`config.mk`:
```
export PLATFORM = sky130hd
export DESIGN_NAME = pmac_ctl_flat
export DESIGN_NICKNAME = d
export VERILOG_FILES = /design/src/core/pmac_pkg.sv /design/src/core/pmac_if.sv /design/src/core/pmac_ctl.sv /design/src/flat_wrapper.sv
export VERILOG_INCLUDE_DIRS = /design/src /design/src/core
export SDC_FILE = /design/constraint.sdc
export NUM_CORES = 2
export LEC_CHECK = 0
export BUFFER_PORTS_ARGS = -buffer_cell sky130_fd_sc_hd__clkbuf_2
export CORE_UTILIZATION = 35
export CTS_CLUSTER_DIAMETER = 120
export DETAILED_ROUTE_END_ITERATION = 6
export GPL_TIMING_DRIVEN = 1
export SYNTH_ARGS = -nofsm -noshare
export SYNTH_HDL_FRONTEND = slang
export SYNTH_SLANG_ARGS = --single-unit
```
`constraint.sdc`:
```
create_clock -name clk -period 5 [get_ports clk]
set_input_delay 0.5 -clock clk [delete_from_list [all_inputs] [get_ports clk]]
set_output_delay 0.5 -clock clk [all_outputs]
set_load 0.02 [all_outputs]
```
`src/core/pmac_regs.svh`:
```
// Behaviour
// - Register loads take effect at cycle end.
// - Load class: strobe, bus loads, moves, sign extends.
// - Outputs drive bus within presenting cycle.
// - Output top, upper or lower, shift/clamp options.
// - Output data stable for capture at edge.
// - Multiply starts next cycle, needs two cycles.
// - Multiply also loads second operand, strobes accumulator.
// - Multiply strobe takes previous product; controls latched.
// - First operand load never disturbs running multiply.
// - Later strobe adds new product to accumulator.
// - Controller presents instructions from pipeline register.
// - Next address computed, fetched, latched at edge.
// - Binary counter steps ROM, output latched.
// - Separate counter addresses data memory.
// - Program counter preloadable with routine start.
// - ROM end bit marks routine finished.
// - Host latch holds start address for preload.
// - Overflow and end bit in host status.
// - Control register selects memory owner mux.
// - Accumulator is 40 bits: top, upper, lower.
// - Bit five high means never driving bus.
// - Clamp saturates output on overflow.
`ifndef PMAC_REGS_SVH
`define PMAC_REGS_SVH
// ----------------------------------------
// Instruction encoding
// ----------------------------------------
`define PMAC_INSN_W 8
`define PMAC_BIT_NOOUT 5
`define PMAC_OP_NOP 8'h20
`define PMAC_OP_STROBE 8'h21
`define PMAC_OP_LD_X 8'h22
`define PMAC_OP_LD_LOW 8'h23
`define PMAC_OP_LD_UP 8'h24
`define PMAC_OP_LD_TOP 8'h25
`define PMAC_OP_MV_LOW_UP 8'h26
`define PMAC_OP_MV_TOP_UP 8'h27
`define PMAC_OP_SX_UP_TOP 8'h28
`define PMAC_OP_SX_LOW_UP 8'h29
`define PMAC_OP_MUL 8'h2a
`define PMAC_OP_MAC 8'h2b
`define PMAC_OP_MSUB 8'h2c
`define PMAC_OP_OUT_TOP 8'h00
`define PMAC_OP_OUT_UP 8'h01
`define PMAC_OP_OUT_LOW 8'h02
`define PMAC_OUT_SL_BIT 2
`define PMAC_OUT_SAT_BIT 3
// ----------------------------------------
// Controller register map
// ----------------------------------------
`define PMAC_REG_START 4'h0
`define PMAC_REG_CTRL 4'h1
`define PMAC_REG_STATUS 4'h2
`define PMAC_REG_DATA_ADDR 4'h3
`define PMAC_REG_CAPTURE 4'h4
`define PMAC_REG_ROM 4'h5
`define PMAC_REG_RUNLEN 4'h6
`define PMAC_CTRL_GO_BIT 0
`define PMAC_CTRL_HOSTMEM_BIT 1
`define PMAC_ROM_END_BIT 8
`define PMAC_ROM_DINC_BIT 9
`define PMAC_ROM_CAP_BIT 10
`define PMAC_START_RST 8'h00
`endif

```
`src/core/pmac_pkg.sv`:
```
package pmac_pkg;
	typedef enum logic [1:0] {
		PMAC_SEQ_IDLE,
		PMAC_SEQ_RUN,
		PMAC_SEQ_DRAIN
	} pmac_seq_t;
endpackage

```
`src/core/pmac_if.sv`:
```
`include "pmac_regs.svh"
interface pmac_if;
	logic [`PMAC_INSN_W-1:0] insn;
	logic [15:0] busToMac;
	logic [15:0] busFromMac;
	logic busFromMacEn;
	logic overflow;
	modport mac (
		input insn,
		input busToMac,
		output busFromMac,
		output busFromMacEn,
		output overflow
	);
	modport ctl (
		output insn,
		output busToMac,
		input busFromMac,
		input busFromMacEn,
		input overflow
	);
endinterface

```
`src/core/pmac_ctl.sv`:
```
// Chosen here: the address map and the address-and-strobe port.
`include "pmac_regs.svh"
module pmac_ctl #(
	parameter int ROM_DEPTH = 256,
	parameter int AW = 8
) (
	// Clock and reset
	input wire logic clk,
	input wire logic rst_n,
	input wire logic clkEn,
	// Host register port
	input wire logic [3:0] regAddr,
	input wire logic [15:0] regWdata,
	input wire logic regWr,
	input wire logic regRd,
	output logic [15:0] regRdata,
	// Data memory
	output logic [AW-1:0] memAddr,
	output logic memHostSel,
	input wire logic [15:0] memRdata,
	// Datapath side
	pmac_if.ctl link
);
	// ----------------------------------------
	// Microcode store and sequencer
	// ----------------------------------------
	logic [15:0] rom [ROM_DEPTH];
	logic [AW-1:0] startLatch;
	logic [AW-1:0] pc;
	logic [15:0] pipe;
	logic [15:0] capture;
	logic [15:0] romWord;
	logic doneFlag;
	logic ovfFlag;
	logic go;
	logic wrStart;
	logic wrCtrl;
	logic wrDataAddr;
	logic wrRom;
	logic [15:0] runLen;
	pmac_pkg::pmac_seq_t state;
	// Idle word: bit five high keeps the datapath off the bus
	localparam logic [15:0] NOP_WORD = {8'h0, `PMAC_OP_NOP};

	assign romWord = rom[pc];

	// ----------------------------------------
	// Host write decode
	// ----------------------------------------
	// One strobe per register keeps the address compares in one place
	assign wrStart = regWr && regAddr == `PMAC_REG_START;
	assign wrCtrl = regWr && regAddr == `PMAC_REG_CTRL;
	assign wrDataAddr = regWr && regAddr == `PMAC_REG_DATA_ADDR;
	assign wrRom = regWr && regAddr == `PMAC_REG_ROM;
	// GO is a pulse; nothing holds it, so a later write restarts cleanly
	assign go = wrCtrl && regWdata[`PMAC_CTRL_GO_BIT];

	// ----------------------------------------
	// Microcode loading and host registers
	// ----------------------------------------
	// Host loads words at the start latch address; no reset, the store acts as RAM
	always_ff @(posedge clk) begin
		if (clkEn && wrRom) begin
			rom[startLatch] <= regWdata;
		end
	end

	// Host latch and memory owner select
	always_ff @(posedge clk or negedge rst_n) begin
		if (!rst_n) begin
			startLatch <= AW'(`PMAC_START_RST);
			memHostSel <= 1'b1;
		end else if (clkEn) begin
			if (wrStart) begin
				startLatch <= regWdata[AW-1:0];
			end
			if (wrCtrl) begin
				memHostSel <= regWdata[`PMAC_CTRL_HOSTMEM_BIT];
			end
		end
	end

	// ----------------------------------------
	// Sequencer
	// ----------------------------------------
	// Counter preload, stepping, and pipeline latch; a word fetched now runs next cycle
	always_ff @(posedge clk or negedge rst_n) begin
		if (!rst_n) begin
			state <= pmac_pkg::PMAC_SEQ_IDLE;
			pc <= '0;
			pipe <= NOP_WORD;
		end else if (clkEn) begin
			unique case (state)
				pmac_pkg::PMAC_SEQ_IDLE: begin
					pipe <= NOP_WORD;
					if (go) begin
						pc <= startLatch;
						state <= pmac_pkg::PMAC_SEQ_RUN;
					end
				end
				pmac_pkg::PMAC_SEQ_RUN: begin
					pipe <= romWord;
					pc <= pc + AW'(1);
					if (romWord[`PMAC_ROM_END_BIT]) begin
						state <= pmac_pkg::PMAC_SEQ_DRAIN;
					end
				end
				pmac_pkg::PMAC_SEQ_DRAIN: begin
					pipe <= NOP_WORD;
					state <= pmac_pkg::PMAC_SEQ_IDLE;
				end
				// The unused fourth code of the state falls back to idle
				default: begin
					pipe <= NOP_WORD;
					state <= pmac_pkg::PMAC_SEQ_IDLE;
				end
			endcase
		end
	end

	// Cycles spent in the last routine, cleared by GO, stopped by the end bit
	always_ff @(posedge clk or negedge rst_n) begin
		if (!rst_n) begin
			runLen <= 16'h0;
		end else if (clkEn) begin
			if (go && state == pmac_pkg::PMAC_SEQ_IDLE) begin
				runLen <= 16'h0;
			end else if (state == pmac_pkg::PMAC_SEQ_RUN) begin
				runLen <= runLen + 16'h1;
			end
		end
	end

	// ----------------------------------------
	// Data memory addressing
	// ----------------------------------------
	// Data address counter, separate from the program counter
	always_ff @(posedge clk or negedge rst_n) begin
		if (!rst_n) begin
			memAddr <= '0;
		end else if (clkEn) begin
			if (wrDataAddr) begin
				memAddr <= regWdata[AW-1:0];
			end else if (pipe[`PMAC_ROM_DINC_BIT]) begin
				memAddr <= memAddr + AW'(1);
			end
		end
	end

	// ----------------------------------------
	// Status and capture
	// ----------------------------------------
	// Status flags: set wins over host clear
	always_ff @(posedge clk or negedge rst_n) begin
		if (!rst_n) begin
			doneFlag <= 1'b0;
			ovfFlag <= 1'b0;
			capture <= 16'h0;
		end else if (clkEn) begin
			if (state == pmac_pkg::PMAC_SEQ_DRAIN) begin
				doneFlag <= 1'b1;
			end else if (go) begin
				doneFlag <= 1'b0;
			end
			if (link.overflow) begin
				ovfFlag <= 1'b1;
			end else if (go) begin
				ovfFlag <= 1'b0;
			end
			if (pipe[`PMAC_ROM_CAP_BIT] && link.busFromMacEn) begin
				capture <= link.busFromMac;
			end
		end
	end

	// ----------------------------------------
	// Register read-back
	// ----------------------------------------
	// Register read, data one cycle after strobe
	always_ff @(posedge clk or negedge rst_n) begin
		if (!rst_n) begin
			regRdata <= 16'h0;
		end else if (clkEn) begin
			regRdata <= 16'h0;
			if (regRd) begin
				unique case (regAddr)
					`PMAC_REG_START: regRdata <= 16'(startLatch);
					`PMAC_REG_CTRL: regRdata <= {14'h0, memHostSel, 1'b0};
					`PMAC_REG_STATUS: regRdata <= {13'h0, state != pmac_pkg::PMAC_SEQ_IDLE,
						ovfFlag, doneFlag};
					`PMAC_REG_DATA_ADDR: regRdata <= 16'(memAddr);
					`PMAC_REG_CAPTURE: regRdata <= capture;
					`PMAC_REG_RUNLEN: regRdata <= runLen;
					default: regRdata <= 16'h0;
				endcase
			end
		end
	end

	// ----------------------------------------
	// Link drive
	// ----------------------------------------
	// Pipeline word low byte is the datapath instruction
	assign link.insn = pipe[7:0];
	// Data memory reaches the datapath bus without a stage
	assign link.busToMac = memRdata;
endmodule // pmac_ctl

```
`src/flat_wrapper.sv`:
```
// flat-port wrapper written by rule: the top's interface ports become plain ports
module pmac_ctl_flat 
#(
	parameter int ROM_DEPTH = 256,
	parameter int AW = 8
)
  (clk, rst_n, clkEn, regAddr, regWdata, regWr, regRd, regRdata, memAddr, memHostSel, memRdata, link_insn, link_busToMac, link_busFromMac, link_busFromMacEn, link_overflow);
  pmac_if link_i ();
  input wire logic clk;
  input wire logic rst_n;
  input wire logic clkEn;
  input wire logic [3:0] regAddr;
  input wire logic [15:0] regWdata;
  input wire logic regWr;
  input wire logic regRd;
  output logic [15:0] regRdata;
  output logic [AW-1:0] memAddr;
  output logic memHostSel;
  input wire logic [15:0] memRdata;
  output wire logic [$bits(link_i.insn)-1:0] link_insn;
  output wire logic [$bits(link_i.busToMac)-1:0] link_busToMac;
  input wire logic [$bits(link_i.busFromMac)-1:0] link_busFromMac;
  input wire logic [$bits(link_i.busFromMacEn)-1:0] link_busFromMacEn;
  input wire logic [$bits(link_i.overflow)-1:0] link_overflow;
  assign link_insn = link_i.insn;
  assign link_busToMac = link_i.busToMac;
  assign link_i.busFromMac = link_busFromMac;
  assign link_i.busFromMacEn = link_busFromMacEn;
  assign link_i.overflow = link_overflow;
  pmac_ctl #(.ROM_DEPTH(ROM_DEPTH), .AW(AW)) u_core (.clk(clk), .rst_n(rst_n), .clkEn(clkEn), .regAddr(regAddr), .regWdata(regWdata), .regWr(regWr), .regRd(regRd), .regRdata(regRdata), .memAddr(memAddr), .memHostSel(memHostSel), .memRdata(memRdata), .link(link_i));
endmodule
```
After elaboration in Yosys (flattened, before gate mapping)
Memories as Yosys holds them, arrays and structs flattened.
Index checks and enable logic that the tools add are counted.
Word-level totals
  bits in registers: 88
  memory bits (writable): 4096
  input port bits: 59
  output and inout port bits: 49
  word-level logic and storage cells: 67
  memories kept: 1
Memories
  u_core.rom: words 256, width 16, read ports 1, clocked after Yosys merged registers in 0, write ports 1, RTL line pmac_ctl.sv:27  | logic [15:0] rom [ROM_DEPTH];
Cells by class
  $add $sub $neg: 3
  equal/unequal tests: 10
  muxes and demuxes: 17
  reductions and logical operators: 25
Operators by type and width (number)
  16-bit one-hot mux with 6 select lines: 1
  16-bit 2-to-1 mux: 3
  8-bit 2-to-1 mux: 3
  16-bit by 1-bit adder with 16-bit output, second input constant: 1
  8-bit by 1-bit adder with 8-bit output, second input constant: 2
  8-bit one-hot mux with 2 select lines: 1
  2-bit AND reduction: 7
  4-bit by 3-bit equality test with 1-bit output, second input constant: 3
  2-bit nonzero test: 6
  11-bit 2-to-1 mux: 1
  4-bit by 2-bit equality test with 1-bit output, second input constant: 2
  1-bit logical AND: 8
  3-bit AND reduction: 2
  1-bit 2-to-1 mux: 5
  4-bit by 1-bit equality test with 1-bit output, second input constant: 1
  4-bit zero test: 1
  2-bit 2-to-1 mux: 2
  2-bit by 1-bit != test with 1-bit output, second input constant: 2
  2-bit one-hot mux with 2 select lines: 1
  2-bit by 1-bit equality test with 1-bit output, second input constant: 1
  2-bit equality test, second input constant: 1
  2-bit zero test: 1

Longest topological paths before layout
  depth after elaboration: 6
  depth in mapped cells: 12
  depth with buffers taken out: 7

Worst setup path after synthesis
OpenSTA, ideal clock, no wires.
  path kind: in2reg
  start: in regAddr[0]
  end: mem u_core.rom[54][0], enable pin
  setup time: 378 ps
  arrival time: 2562 ps
  data required time: 4622 ps
  path slack: 2059 ps
  stages: 7
  path buffers: 2
  path through: clkbuf_1 -> inv_1 -> nor4_1 -> nor3b_1 -> nand3_1 -> clkbuf_1 -> nor2_1
On the way
  longest elaborated chain between the ends: 5
RTL lines
  start, declared: RTL line flat_wrapper.sv:12  | input wire logic [3:0] regAddr;
  4-bit by 3-bit equality test with 1-bit output (no line)
  1-bit logical AND (no line)
  1-bit logical AND: RTL line pmac_ctl.sv:63  | if (clkEn && wrRom) begin
  1-bit 2-to-1 mux: RTL line pmac_ctl.sv:63
  1-bit 2-to-1 mux (not written as such): RTL line pmac_ctl.sv:64  | rom[startLatch] <= regWdata;
  end, declared: RTL line pmac_ctl.sv:27
No other way between the ends.

Worst setup path in the final report
  start: reg u_core.pc[1]
  end: reg u_core.pipe[4]
On the way
  longest elaborated chain between the ends: 2
RTL lines
  start, declared: RTL line pmac_ctl.sv:29  | logic [AW-1:0] pc;
  start signal, assigned: RTL line pmac_ctl.sv:97  | pc <= startLatch;
  start signal, assigned: RTL line pmac_ctl.sv:103  | pc <= pc + AW'(1);
  memory 256 x 16 bit
  11-bit 2-to-1 mux: RTL line pmac_ctl.sv:93  | unique case (state)
  end signal, assigned: RTL line pmac_ctl.sv:102  | pipe <= romWord;
  end, declared: RTL line pmac_ctl.sv:30  | logic [15:0] pipe;
No other way between the ends.
A chain may end at the register's enable or synchronous reset.

==> run metrics <==
worst path required time 5.81 ns; via count 56016; Max Clk Rate 240.4 MHz; nature of the critical path startpoint flop; final count of hold timing violations 0; Tot Pwr 57720 uW; max_slew headroom 11.20%; Core Area 0.3191 sq mm; vias in the first global route 55874; FF+latch count, synth 2903; Synth area leaders edfxtp_1 (75%), mux4_2 (16%), dfrtp_1 (1.9%), nor2_1 (1.0%), mux2i_1 (0.96%); worst path arrival time 4.97 ns; FP Rows 207; syn nets 5108; Final Cell Area 0.1309 sq mm; die area 0.3240 sq mm; Post-synth top flop edfxtp_1; Setup Skew 0.06619 ns; Layout area overhead 16.26%; worst skew pair latency 0.95 ns; Slew Limit Fails 0; sequential area share after synthesis 77.02%; Post-Synthesis Cells 5046; clock slew at reported path FFs 0.06 ns; Post CTS Setup Buffer Count 0; TNS Setup 0 ns; Initial Utilization 35.29%; largest net degree at the start of global routing 164; Final Cycle Share 83.19%; Layout Cells excl Fill 10131; outcome complete, no violations; leakage power total 0.04064 uW; Pre-Repair DR Iteration Count 6; Mapped Area 0.1126 sq mm; critical path class flop to flop; Yosys warning count 0; share of layout cells above drive strength 1 31.38%; Yosys top cell by area edfxtp_1; Clock Sinks 2903; Synth top area share 75.09%; fraction of registers with async set/reset 2.997%; Worst Hold Class primary input to flop; initial antenna violation count 7; Overall Global Routing Usage 18.28%; Worst VDD drop 0.0004249 V; RSZ-0062 raised after global routing false; number of synthesized flops with an enable pin 2816; worst slew pin tran 1.332 ns; detailed router's first-iteration violation count 6925; CTS resizes 0; Die X 569.2 um; gr ovfl total 0; GPL Wtd Cong 0.8431; DP Area 0.1210 sq mm; final wirelength 298600 um; Via density 5.529; final core occ 41.03%; clock root cell clkbuf_16; # port buffers 70; DRC violations left 0; total number of H-tree levels 5; Die Ht 569.2 um; CP Max Fanout 34; # placed instances 9567; CTS buffer count 317; drt wl/cell 29.48 um; Critical Path Sink Type flop; setup violators final 0; PD cells 440.9 mW/mm^2; clk buf depth 4; dpl hpwl 182200 um; nets 5682; min Tclk post-route 4.160 ns; io pins 108; CTS tree done; FILL cells 27733; Max Cap Viol 0; antenna-violating nets left 0; syn avg cell area 22.32 sq um; Synth cell types 76; first-pass GRT wire length 423700 um
[layout by cell type, fill, tap and decap left out, drive strengths merged, types with 24 or more instances in the layout]
cell type / Yosys / final
nand2: 78 / 78
nor2: 315 / 315
dfrtp: 85 / 85
bufinv: 0 / 27
mux2: 28 / 28
o22ai: 24 / 24
edfxtp: 2816 / 2816
a22oi: 78 / 78
clkinv: 2 / 103
o21ai: 30 / 30
mux2i: 108 / 108
clkbuf: 147 / 442
a21oi: 57 / 57
mux4: 786 / 786
buf: 170 / 493
nand3: 44 / 44
[synth_stat cells (7+ instances only)]
library cell	instances
mux2_2	28
o2bb2ai_1	16
nand4_1	9
buf_1	17
a211oi_1	14
o21ai_0	27
nor3_1	17
mux2i_1	108
and3_1	10
o221ai_1	18
a221oi_1	12
mux4_2	786
edfxtp_1	2816
nor2b_1	19
nand3_1	44
a21oi_1	57
dfrtp_1	85
nor2_1	315
clkbuf_1	147
a22o_1	22
nand2_1	78
buf_6	22
nor4_1	8
a31oi_1	7
buf_4	84
a2111oi_0	7
a22oi_1	78
xor2_1	12
o22ai_1	24
buf_2	47
[per-stage QoR]
| step | hold slack [ns] | setup WS (ns) |
|---|---|---|
| CTS | 0.01526 | 0.8521 |
| finish | 0.05080 | 0.8404 |
| global route | 0.03651 | 0.7713 |
| floorplan | 0.2044 | 2.059 |
| detailed placement | 0.4851 | 0.8757 |
| global placement | 0.4733 | 0.8970 |
[power by group]
group          leakage, uW  total, uW  switching [uW]  internal, uW
clock              0.00473      22300            9220         13100
sequential          0.0265      27000             320         26700
combinational      0.00945       8390            5160          3230
[registers in the layout (all words and copies together) (netlist names)]
register / cells
u_core.ovfFlag: 1
u_core.pc: 8
u_core.startLatch: 8
u_core.regRdata: 16
u_core.runLen: 16
u_core.memAddr: 8
u_core.state: 2
u_core.pipe: 10
u_core.doneFlag: 1
u_core.rom: 2816
u_core.capture: 16
u_core.memHostSel: 1
[critical path, cell delays in order, from the launching register on]
cell	delay, ns
dfrtp_4	1.07
buf_4	0.60
mux4_2	0.40
mux4_2	0.52
a22o_1	0.25
a2111oi_1	0.60
buf_4	0.23
nor3_1	0.05
a211o_1	0.29
[final timing paths]
| kind | to | slack (ns) | from | cells after the start |
|---|---|---|---|---|
| max | u_core.pipe[4] | 0.84 | u_core.pc[1] | 8 |
| min | u_core.rom[8][0] | 0.05 | regWdata[0] | 1 |
| max reg2reg | u_core.pipe[4] | 0.84 | u_core.pc[1] | 8 |
| min reg2reg | u_core.regRdata[4] | 0.50 | u_core.regRdata[4] | 1 |
| max in group asynchronous | u_core.pc[2] | 3.70 | rst_n | 3 |
| min in group asynchronous | u_core.capture[14] | 0.17 | rst_n | 2 |
[logic make-up (layout without fill, tap and decap cells)]
group,after synthesis,after routing,synth area share (%)
fa+ha+maj,3,3,0.03333
mux,922,922,16.96
flops,2903,2903,77.02
other cells,0,13,0
simple gates,544,544,2.142
buf+inv,325,1113,1.562
compound gates,335,335,2.171
xor+xnor,14,14,0.1089
[timing repair]
item / 4_1_cts / 5_1_grt
endpoints found under the hold margin: 71 / 0
hold buffers: 18 / 0
setup endpoints to repair: 0 / 0
[layout make-up]
type                    count  area (sq um)  area share (%)
clock inverters           152          1518           1.159
well taps                4284          5360           4.094
clock buffers             381          8215           6.275
inverters                   8         30.03         0.02294
diodes                     13         32.53         0.02485
multi-input cells        1818         24240           18.51
repair buffers            572          4773           3.646
flip-flops and latches   2903         86760           66.26
[metal layers]
metal / share of wire, % / vias up / GRT usage [%]
li1: - / 22503 / -
met1: 41 / 30435 / 25.76
met2: 47 / 2595 / 28.89
met3: 8.2 / 479 / 3.461
met4: 2.8 / 4 / 5.372
met5: 0.0070 / - / 0
No activity file was read; power rests on OpenSTA's default activity.
